<file path="src/accel_pkg.sv">
// shared constants and types of the accelerator access handler
package accel_pkg;
    // board select and address spaces
    localparam logic [3:0] BOARD_SEL   = 4'hE;
    localparam logic [4:0] SP_REG      = 5'h0C;
    localparam logic [4:0] SP_CTRL     = 5'h0F;
    localparam logic [6:0] SP_SHAD     = 7'h38;
    localparam logic [5:0] SP_LDPTR    = 6'h1D;
    localparam logic [2:0] SP_MAP      = 3'h2;
    // control register selects (address bits 7..2)
    localparam logic [5:0] CR_IMM      = 6'h00;
    localparam logic [5:0] CR_STAT_CLR = 6'h01;
    localparam logic [5:0] CR_STAT_STB = 6'h02;
    localparam logic [5:0] CR_FLUSH    = 6'h03;
    localparam logic [5:0] CR_MASK     = 6'h04;
    localparam logic [5:0] CR_STATE    = 6'h05;
    // immediate error register bits
    localparam int IE_SIZE  = 0;
    localparam int IE_PROT  = 1;
    localparam int IE_ILL   = 2;
    localparam int IE_UCODE = 3;
    localparam int IE_HUNG  = 4;
    localparam int IE_RETRY = 5;
    localparam int IE_CTRL  = 6;
    localparam int IE_BITS  = 7;
    // state register bits
    localparam int SB_REGEN  = 0;
    localparam int SB_LOADEN = 1;
    localparam int SB_UCODE  = 2;
    // arithmetic status register bits
    localparam int ST_INEXACT = 8;
    localparam int ST_WERR    = 9;
    // reset values and counts
    localparam logic [2:0]  STATE_RST   = 3'h0;
    localparam logic [31:0] WORD_RST    = 32'h0000_0000;
    localparam int          RETRY_LIMIT = 256;
    localparam int          STORE_WORDS = 64;
    // bus encodings
    localparam logic [3:0] BE_WORD     = 4'hF;
    localparam logic [1:0] RESP_OKAY   = 2'h0;
    localparam logic [1:0] RESP_SLVERR = 2'h2;
    typedef enum logic [1:0] {S_IDLE, S_WAIT, S_RESP} bus_state_type;
endpackage

</file>
<file path="src/accel_bus_ack_error_handler.sv">
// access decode, two-deep pipe and acknowledge/error logic of the accelerator
// How it works
// - decode address bits two to twelve into access type and fields
// - reads fetch the addressed value and return it
// - pipe writes with room capture address and data, then acknowledge
// - arithmetic errors set error indicator, status updated per instruction
// - arithmetic errors come only from issued instructions
// - inexact raises error only when mask bit set; always recorded
// - board errors nack at once and record cause
// - flag non-word, protection and read-only/write-only violations
// - flag microcode with load enable, hung pipe, 256th retry, bad control
// - transparent accesses answer at once, non-transparent wait for pipe
// - with two instructions in pipe, hold next first access
// - with room, both accesses of two-access instruction pass
// - shadow reads pass unless register has pending update
// - clearing status read waits for empty or hung pipe
// - stable status read waits to settle; never nacked for a hung pipe
// - faulting instruction stays in pipe and hangs it
// - immediate error nacks ignoring arithmetic; transparent acks
// - non-transparent: nack if error pending, else wait then decide
// - immediate error changes only the immediate error register
// - any pipe flush write empties pipe, clears error indicator unless an instruction completes with an error in the same cycle
// - each access carries one 32-bit word
//
// Implementation choices: the register addresses and the Avalon-MM slave port.
`timescale 1ns/10ps
`default_nettype none
module accel_bus_ack_error_handler #(
    parameter int RETRY_LIMIT = accel_pkg::RETRY_LIMIT,
    parameter int STORE_WORDS = accel_pkg::STORE_WORDS
) (
    // clock and reset
    input  wire logic        clk,
    input  wire logic        resetn,
    // avalon-mm slave
    input  wire logic [31:0] address,
    input  wire logic [3:0]  byteenable,
    input  wire logic        read,
    input  wire logic        write,
    input  wire logic [31:0] writedata,
    output var  logic [31:0] readdata,
    output var  logic [1:0]  response,
    output var  logic        waitrequest,
    // privilege of the current access
    input  wire logic        hostSuper,
    // instruction issue to the arithmetic unit
    output var  logic        execValid,
    output var  logic [10:0] execInstr,
    output var  logic [31:0] execMs,
    output var  logic [31:0] execLs,
    // completion and result write-back
    input  wire logic        execDone,
    input  wire logic        execError,
    input  wire logic        execInexact,
    input  wire logic [7:0]  execStatus,
    input  wire logic        execWrEn,
    input  wire logic [5:0]  execWrIdx,
    input  wire logic [31:0] execWrData
);

    accel_pkg::bus_state_type state_q;
    accel_pkg::bus_state_type state_d;
    logic [10:0] pAddr_q [2];
    logic [10:0] pAddr_d [2];
    logic [31:0] pMs_q   [2];
    logic [31:0] pMs_d   [2];
    logic [31:0] pLs_q   [2];
    logic [31:0] pLs_d   [2];
    logic [1:0]  pHalf_q;
    logic [1:0]  pHalf_d;
    logic [1:0]  cnt_q;
    logic [1:0]  cnt_d;
    logic [31:0] store_q [STORE_WORDS];
    localparam int IE_W = accel_pkg::IE_BITS;
    logic [IE_W-1:0] immediate_error_reg_q;
    logic [IE_W-1:0] immediate_error_reg_d;
    logic [2:0]  stReg_q;
    logic        mask_q;
    logic        werr_q;
    logic        werr_d;
    logic        inexact_q;
    logic [7:0]  stat_q;
    logic [8:0]  waitCnt_q;
    logic        execValid_d;

    // decode
    logic [10:0] wa;
    logic [5:0]  sel;
    logic        isInstr;
    logic        isReg;
    logic        isShad;
    logic        isLdp;
    logic        isCtrl;
    logic        isMap;
    logic        badAddr;
    logic        selStat;
    logic        stableRd;
    assign wa = address[12:2];
    assign sel = address[7:2];
    assign isInstr = wa[10] | (wa[10:9] == 2'h0);
    assign isReg = address[12:8] == accel_pkg::SP_REG;
    assign isShad = address[12:6] == accel_pkg::SP_SHAD;
    assign isLdp = address[12:7] == accel_pkg::SP_LDPTR;
    assign isCtrl = address[12:8] == accel_pkg::SP_CTRL;
    assign isMap = address[12:10] == accel_pkg::SP_MAP;
    // unused bits must be zero and the top nibble selects the board
    assign badAddr = (address[31:28] != accel_pkg::BOARD_SEL) | (address[27:13] != 15'h0000)
                   | (address[1:0] != 2'h0)
                   | !(isInstr | isReg | isShad | isLdp | isCtrl | isMap);
    assign selStat = isCtrl & ((sel == accel_pkg::CR_STAT_CLR) | (sel == accel_pkg::CR_STAT_STB));
    assign stableRd = read & isCtrl & (sel == accel_pkg::CR_STAT_STB);

    // true when the instruction would overwrite lower register r
    function automatic logic hitsReg(input logic [10:0] ia, input logic [4:0] r);
        // extended instructions may touch several registers, so interlock all
        hitsReg = ia[10] | ((ia[10:9] == 2'h0) && ({1'b0, ia[4:1]} == r));
    endfunction

    logic [4:0] rdReg;
    logic [5:0] rdIdx;
    logic       pending;
    assign rdReg = isShad ? {2'h0, address[5:3]} : address[7:3];
    assign rdIdx = {rdReg, address[2]};
    assign pending = ((cnt_q != 2'h0) & hitsReg(pAddr_q[0], rdReg))
                   | ((cnt_q == 2'h2) & hitsReg(pAddr_q[1], rdReg));

    // immediate errors
    logic [IE_W-1:0] immVec;
    logic            immAny;
    logic            ctrlRo;
    assign ctrlRo = (sel == accel_pkg::CR_IMM) | selStat;
    assign immVec[accel_pkg::IE_SIZE] = byteenable != accel_pkg::BE_WORD;
    assign immVec[accel_pkg::IE_PROT] = badAddr
        | (write & isReg & !stReg_q[accel_pkg::SB_REGEN])
        | (isMap & !stReg_q[accel_pkg::SB_LOADEN])
        | (write & isLdp & !stReg_q[accel_pkg::SB_UCODE])
        | (write & isCtrl & !hostSuper
           & ((sel == accel_pkg::CR_STATE) | (sel == accel_pkg::CR_MASK)));
    assign immVec[accel_pkg::IE_ILL] = (write & isShad) | (read & isInstr)
        | (write & isCtrl & ctrlRo) | (read & isCtrl & (sel == accel_pkg::CR_FLUSH));
    assign immVec[accel_pkg::IE_UCODE] = write & isInstr & stReg_q[accel_pkg::SB_LOADEN];
    assign immVec[accel_pkg::IE_HUNG] = 1'b0;
    assign immVec[accel_pkg::IE_RETRY] = (state_q == accel_pkg::S_WAIT)
        & (waitCnt_q == 9'(RETRY_LIMIT - 1));
    assign immVec[accel_pkg::IE_CTRL] = isCtrl & (sel > accel_pkg::CR_STATE);
    assign immAny = |immVec;

    // transparent or not
    logic req;
    logic instrWr;
    logic secondAcc;
    logic firstFull;
    logic pendHit;
    logic statWait;
    logic needWait;
    logic ntEff;
    logic nackW;
    logic accept;
    logic nack;
    assign req = (read | write) & (state_q != accel_pkg::S_RESP);
    assign instrWr = write & isInstr;
    assign secondAcc = instrWr & (cnt_q != 2'h0) & pHalf_q[cnt_q[1]];
    assign firstFull = instrWr & !secondAcc & (cnt_q == 2'h2);
    assign pendHit = read & (isShad | isReg) & pending;
    assign statWait = read & selStat & (cnt_q != 2'h0) & !werr_q;
    assign needWait = firstFull | pendHit | statWait;
    assign ntEff = needWait | (state_q == accel_pkg::S_WAIT);
    // a stable read settles on a hung pipe and never errors
    assign nackW = werr_q & ntEff & !stableRd;
    assign accept = req & !immAny & !nackW & !needWait;
    assign nack = req & (immAny | nackW);

    // accepted side effects
    logic pushFirst;
    logic pushSecond;
    logic flush;
    logic hostWr;
    logic clrIerr;
    logic doneOk;
    logic errNow;
    assign pushFirst = accept & instrWr & !secondAcc;
    assign pushSecond = accept & secondAcc;
    assign flush = accept & write & isCtrl & (sel == accel_pkg::CR_FLUSH);
    assign hostWr = accept & write & isReg;
    assign clrIerr = accept & read & isCtrl & (sel == accel_pkg::CR_IMM);
    // completions only count for an issued instruction
    assign doneOk = execValid & execDone;
    assign errNow = execError | (execInexact & mask_q);

    // read data selection
    logic [31:0] rdMux;
    logic [31:0] statWord;
    assign statWord = {22'h00_0000, werr_q, inexact_q, stat_q};
    assign rdMux = (isReg | isShad) ? store_q[rdIdx]
                 : !isCtrl ? accel_pkg::WORD_RST
                 : (sel == accel_pkg::CR_IMM) ? {25'h000_0000, immediate_error_reg_q}
                 : selStat ? statWord
                 : (sel == accel_pkg::CR_MASK) ? {31'h0000_0000, mask_q}
                 : (sel == accel_pkg::CR_STATE) ? {29'h0000_0000, stReg_q}
                 : accel_pkg::WORD_RST;

    // pipe next state
    always_comb
    begin
        pAddr_d = pAddr_q;
        pMs_d = pMs_q;
        pLs_d = pLs_q;
        pHalf_d = pHalf_q;
        cnt_d = cnt_q;
        if (doneOk & !errNow)
        begin
            pAddr_d[0] = pAddr_q[1];
            pMs_d[0] = pMs_q[1];
            pLs_d[0] = pLs_q[1];
            pHalf_d = {1'b0, pHalf_q[1]};
            cnt_d = cnt_q - 2'h1;
        end
        if (pushFirst)
        begin
            pAddr_d[cnt_d[0]] = wa;
            pMs_d[cnt_d[0]] = writedata;
            pHalf_d[cnt_d[0]] = wa[10] | ((wa[10:9] == 2'h0) & wa[0]);
            cnt_d = cnt_d + 2'h1;
        end
        if (pushSecond)
        begin
            pLs_d[cnt_d[1]] = writedata;
            pHalf_d[cnt_d[1]] = 1'b0;
        end
        if (flush)
        begin
            cnt_d = 2'h0;
            pHalf_d = 2'h0;
        end
    end

    // an error keeps the head in place, so the pipe hangs on it
    assign werr_d = (doneOk & errNow) | (werr_q & !flush);
    assign execValid_d = (cnt_d != 2'h0) & !pHalf_d[0] & !werr_d;
    // a new cause wins over a read that clears the register
    assign immediate_error_reg_d = (clrIerr ? {IE_W{1'b0}} : immediate_error_reg_q)
                  | (nack ? (immAny ? immVec : IE_W'(1 << accel_pkg::IE_HUNG)) : {IE_W{1'b0}});

    always_comb
    begin
        state_d = state_q;
        case (state_q)
            accel_pkg::S_IDLE,
            accel_pkg::S_WAIT:
                if (nack | accept)
                    state_d = accel_pkg::S_RESP;
                else if (req)
                    state_d = accel_pkg::S_WAIT;
            accel_pkg::S_RESP:
                state_d = accel_pkg::S_IDLE;
            default:
                state_d = accel_pkg::S_IDLE;
        endcase
    end

    // bus answer and control state
    always_ff @(posedge clk or negedge resetn)
    begin
        if (!resetn)
        begin
            state_q <= accel_pkg::S_IDLE;
            waitrequest <= 1'b1;
            response <= accel_pkg::RESP_OKAY;
            readdata <= accel_pkg::WORD_RST;
            waitCnt_q <= 9'h000;
            immediate_error_reg_q <= {IE_W{1'b0}};
        end
        else
        begin
            state_q <= state_d;
            waitrequest <= !(nack | accept);
            response <= nack ? accel_pkg::RESP_SLVERR : accel_pkg::RESP_OKAY;
            readdata <= (accept & read) ? rdMux : accel_pkg::WORD_RST;
            waitCnt_q <= (state_d == accel_pkg::S_WAIT) ? waitCnt_q + 9'h001 : 9'h000;
            immediate_error_reg_q <= immediate_error_reg_d;
        end
    end

    // registers that software writes
    always_ff @(posedge clk or negedge resetn)
    begin
        if (!resetn)
        begin
            stReg_q <= accel_pkg::STATE_RST;
            mask_q <= 1'b0;
        end
        else if (accept & write & isCtrl)
        begin
            if (sel == accel_pkg::CR_STATE)
                stReg_q <= writedata[2:0];
            if (sel == accel_pkg::CR_MASK)
                mask_q <= writedata[0];
        end
    end

    // arithmetic status
    always_ff @(posedge clk or negedge resetn)
    begin
        if (!resetn)
        begin
            werr_q <= 1'b0;
            inexact_q <= 1'b0;
            stat_q <= 8'h00;
        end
        else
        begin
            werr_q <= werr_d;
            if (doneOk)
            begin
                inexact_q <= execInexact;
                stat_q <= execStatus;
            end
        end
    end

    // instruction pipe
    always_ff @(posedge clk or negedge resetn)
    begin
        if (!resetn)
        begin
            for (int i = 0; i < 2; i++)
            begin
                pAddr_q[i] <= 11'h000;
                pMs_q[i] <= accel_pkg::WORD_RST;
                pLs_q[i] <= accel_pkg::WORD_RST;
            end
            pHalf_q <= 2'h0;
            cnt_q <= 2'h0;
            execValid <= 1'b0;
        end
        else
        begin
            pAddr_q <= pAddr_d;
            pMs_q <= pMs_d;
            pLs_q <= pLs_d;
            pHalf_q <= pHalf_d;
            cnt_q <= cnt_d;
            execValid <= execValid_d;
        end
    end
    assign execInstr = pAddr_q[0];
    assign execMs = pMs_q[0];
    assign execLs = pLs_q[0];
    // register storage; host write lands after a result write to the same word
    always_ff @(posedge clk)
    begin
        if (execWrEn)
            store_q[execWrIdx] <= execWrData;
        if (hostWr)
            store_q[rdIdx] <= writedata;
    end
endmodule
`default_nettype wire

</file>
<file path="config.mk">
export PLATFORM = sky130hd
export DESIGN_NAME = accel_bus_ack_error_handler
export DESIGN_NICKNAME = d
export VERILOG_FILES = /design/src/accel_pkg.sv /design/src/accel_bus_ack_error_handler.sv
export SDC_FILE = /design/constraint.sdc
export NUM_CORES = 2
export LEC_CHECK = 0
export BUFFER_PORTS_ARGS = -buffer_cell sky130_fd_sc_hd__buf_2
export CORE_AREA = 8 8 458 460
export DETAILED_ROUTE_END_ITERATION = 16
export DIE_AREA = 0 0 466 468
export PLACE_DENSITY = 0.75
export SYNTH_ARGS = -nofsm -noshare
export SYNTH_HDL_FRONTEND = slang
export SYNTH_SLANG_ARGS = --single-unit
</file>
<file path="constraint.sdc">
create_clock -name clk -period 4.34 [get_ports clk]
set_clock_uncertainty 0.1 [all_clocks]
set_input_delay 0.868 -clock clk [delete_from_list [all_inputs] [get_ports clk]]
set_output_delay 0.868 -clock clk [all_outputs]
set_load 0.005 [all_outputs]
</file>
==> results.md <==
* Status: finished, final reports clean
* Synth Area in Adders at 0.05448%
* Top cell type's share of synthesized area at 53.55%
* Synth Area in Simple Gates at 2.414%
* Setup bufs post-CTS at 0
* RSZ-0062 raised after global routing: false
* Sink Count at 2269
* Syn Nets at 7071
* Busiest grt layer: met2
* Proportion of layout cells with a drive suffix above 1 at 49.39%
* Port bufs at between 200 and 250
* Sequential area share after synthesis at between 50% and 60%
* CTS tree: yes
* Synthesis warning total at 0
* IO Pins at between 200 and 250
* Core footprint at 0.2029 sq mm
* Vias per cell at between 6 and 7
* #FFs+latches synth at 2269
* Post-Synth XOR/XNOR Area at less than 1%
* Chip Height at around 470 microns
* Fin cells at slightly below 10000
* Via count at 68460
* Global-route wire length before repair at 500.4 mm
* Initial antenna violation count at 26
* Crit path arrival time at 4710 ps
* TritonCTS Buffers at 229
* Clock root buffer: clkbuf_16
* GRT overflow at 0
* Critical path class: register to register
* Max Freq at 0.2374 GHz
* Main combinational cell family by area after synthesis: multiplexers
* Slew Limit Fails at 0
* Async set or reset register ratio after synthesis at slightly below 10%
* Complex-gate fraction of the synthesized area at approximately 1.4%
* Met1 usage at 42.66%
* Total global-route track usage at between 30% and 40%
* Yosys top cell by area: edfxtp_1
* HPWL Detailed at about 220 mm
* Synth Instances at 6943
* EDFF count, synth at 2048
* Clock-pin slew on the worst setup and hold paths at 60 ps
* Synth cell types at 69
* ANT nets after route at 0
* Worst slew pin tran at 1299 ps
* Largest net degree at the start of global routing at roughly 130
* Worst skew pair latency at 890 ps
* DRC viols at 0
* Tmin final at roughly 4200 ps
* Final setup fails at 0
* DP Cell Count at 9422
* Met3 Use GR at 7.010%
* Layout fillers at 14070
* DIE AREA at 0.2181 sq mm
* DRT Pass-1 Iters at 7
* Crit share post-route at ~97%
* # Max-Cap Violations at 0
* Per-cell routed wire length at 35.81 microns
* Vias in the first global route at between 60000 and 70000
* GPL Wtd Cong at 0.9203
* Hold Path Class: input port to register
* Startpoint Class: register
* Critical Path End Type: register
* Main synth FF type: edfxtp_1
* # nets final at 7094
* Clk buf depth at 3
* Rows at 166
* Worst-path fanout max at 32
* Worst IR Drop VDD at 0.4601 mV
* Power Density at approximately 370 mW/mm^2
* Leakage at 45.44 nW
* Mux share of post-synthesis cell area at between 30 and 40%
* Layout area overhead at 12.55%
* Slew headroom at between 10 and 15%
* Critical Path RT at between 4000 and 5000 ps
* DR iter-0 viols at around 9800
* Final Hold Vio Count at 0
* Synthesized area per cell at ~17 sq um
* Hold WS at 120.2 ps
* Initial Util at a little under three fifths
* Die W at 466 microns
* # H-tree levels at 4
* WL final at around 350 mm
* Met2 usage at around 50%
* Mapped cell area at around 0.11 sq mm
* Ranking of synthesized cells by area: edfxtp_1 54%, mux2_2 17%, mux4_2 12%
==> cell type report <==
| type | count | area [sq um] | share of cell area, % |
|---|---|---|---|
| tap | 2688 | 3363 | 2.602 |
| antenna | 5 | 12.51 | 0.009680 |
| clock inverter | 97 | 852.1 | 0.6592 |
| timing repair buffer | 746 | 7659 | 5.925 |
| inverter | 11 | 41.29 | 0.03194 |
| sequential | 2269 | 67030 | 51.86 |
| clock buffer | 327 | 6345 | 4.909 |
| multi-input combinational | 3709 | 43950 | 34.01 |
==> registers in the layout (all words and copies together) (netlist names), 7 cells and up, named ones only <==
signal and cells:
store_q 2048, waitCnt_q 9, execInstr 11, execMs 32, execLs 32, stat_q 8
readdata 32, immediate_error_reg_q 7
==> layout by cell type, fill, tap and decap left out, types with 8 or more instances in the layout <==
cell type,netlist,layout
o211ai_1,8,8
a22oi_1,29,29
buf_4,85,335
bufinv_16,0,13
nor3b_1,8,8
or3_1,8,8
nand4_1,22,22
mux2_2,1750,1750
and3_1,8,8
clkbuf_1,558,79
nand2_2,0,61
nand2_1,180,118
o22ai_1,14,14
nor3_1,14,12
clkinv_1,0,38
xnor2_1,13,13
inv_1,11,11
mux2i_1,173,173
buf_2,163,203
a21oi_1,102,102
edfxtp_1,2048,2048
nand3_2,40,55
clkbuf_16,0,234
mux2_1,386,386
mux4_2,587,587
nor2_1,117,112
clkbuf_8,0,15
nand3_1,41,25
a31oi_1,8,8
nor2b_1,37,35
buf_12,0,202
and2_1,11,10
o21ai_0,13,13
nand2b_1,13,13
clkinv_2,0,33
dfrtp_1,220,220
a211oi_1,51,51
==> cell families after synthesis <==
group | count (synthesis)
multiplexers | 2896
flip-flops | 2269
buffers and inverters | 965
AND/OR/NAND/NOR | 534
AO/OA/AOI/OAI | 256
XOR/XNOR | 17
adder cells (fa/ha/maj) | 5
other | 1
==> synth_stat cells, types with 29 or more instances <==
library cell,instances
nand2_1,180
nand3_1,41
nand3_2,40
buf_1,146
nor2_1,117
buf_4,85
nor2b_1,37
edfxtp_1,2048
a211oi_1,51
a21oi_1,102
mux4_2,587
mux2i_1,173
a22oi_1,29
mux2_2,1750
dfrtp_1,220
buf_2,163
mux2_1,386
clkbuf_1,558
==> per-layer routing <==
layer	up-vias	share of wire [%]
met4	14	5.5
met2	4584	47
met5	-	0.027
met3	855	11
li1	27280	-
met1	35730	36
==> what timing repair did <==
item	in CTS	in global routing
hold buffers	1	0
hold endpoints to repair	83	0
setup endpoints to repair	0	0
gates resized for setup	0	0
==> metrics by stage <==
stage	worst slack, ps	util [%]	total power (W)	TNS [ps]	area (sq um)
floorplan	1.244	-	0.02704	0	115000
global placement	-81.88	60.14	0.02858	-8773	122000
detailed placement	-72.77	60.14	0.02868	-3724	122000
CTS	121.8	63.69	0.04772	0	129200
global route	2.178	63.69	0.04870	0	129200
finish	127.3	63.70	0.04763	0	129300
==> path summary, 6_finish.rpt <==
path | depth (start not counted) | end | slack (ps) | startpoint
setup / recovery | 15 | store_q[54][14] | 130 | waitCnt_q[0]
hold / removal | 2 | stat_q[6] | 120 | execStatus[6]
setup reg to reg | 15 | store_q[54][14] | 130 | waitCnt_q[0]
hold reg to reg | 1 | waitCnt_q[0] | 390 | waitCnt_q[0]
max in group asynchronous | 3 | async pin | 2750 | resetn
min in group asynchronous | 2 | async pin | 480 | resetn
==> critical path: stages, from the launching register on <==
cell       delay [ps]
dfrtp_1           410
ha_1              250
nand3_1           130
nor2_1             80
and3_1            190
ha_1              250
a2111oi_0         420
buf_4             190
nand4b_1          130
or4_4             510
nor2_4            130
buf_12            220
buf_4             190
nand3_2           100
buf_12            230
mux2_1            350
==> power breakdown <==
part | internal (W) | leakage (nW) | switching, W
Clock | 0.0109 | 3.51 | 0.00843
Combinational | 0.00172 | 20.5 | 0.00247
Sequential | 0.0240 | 21.5 | 0.000104
Total | 0.0366 | 45.4 | 0.0110
Power figures use the tool's default switching activity.
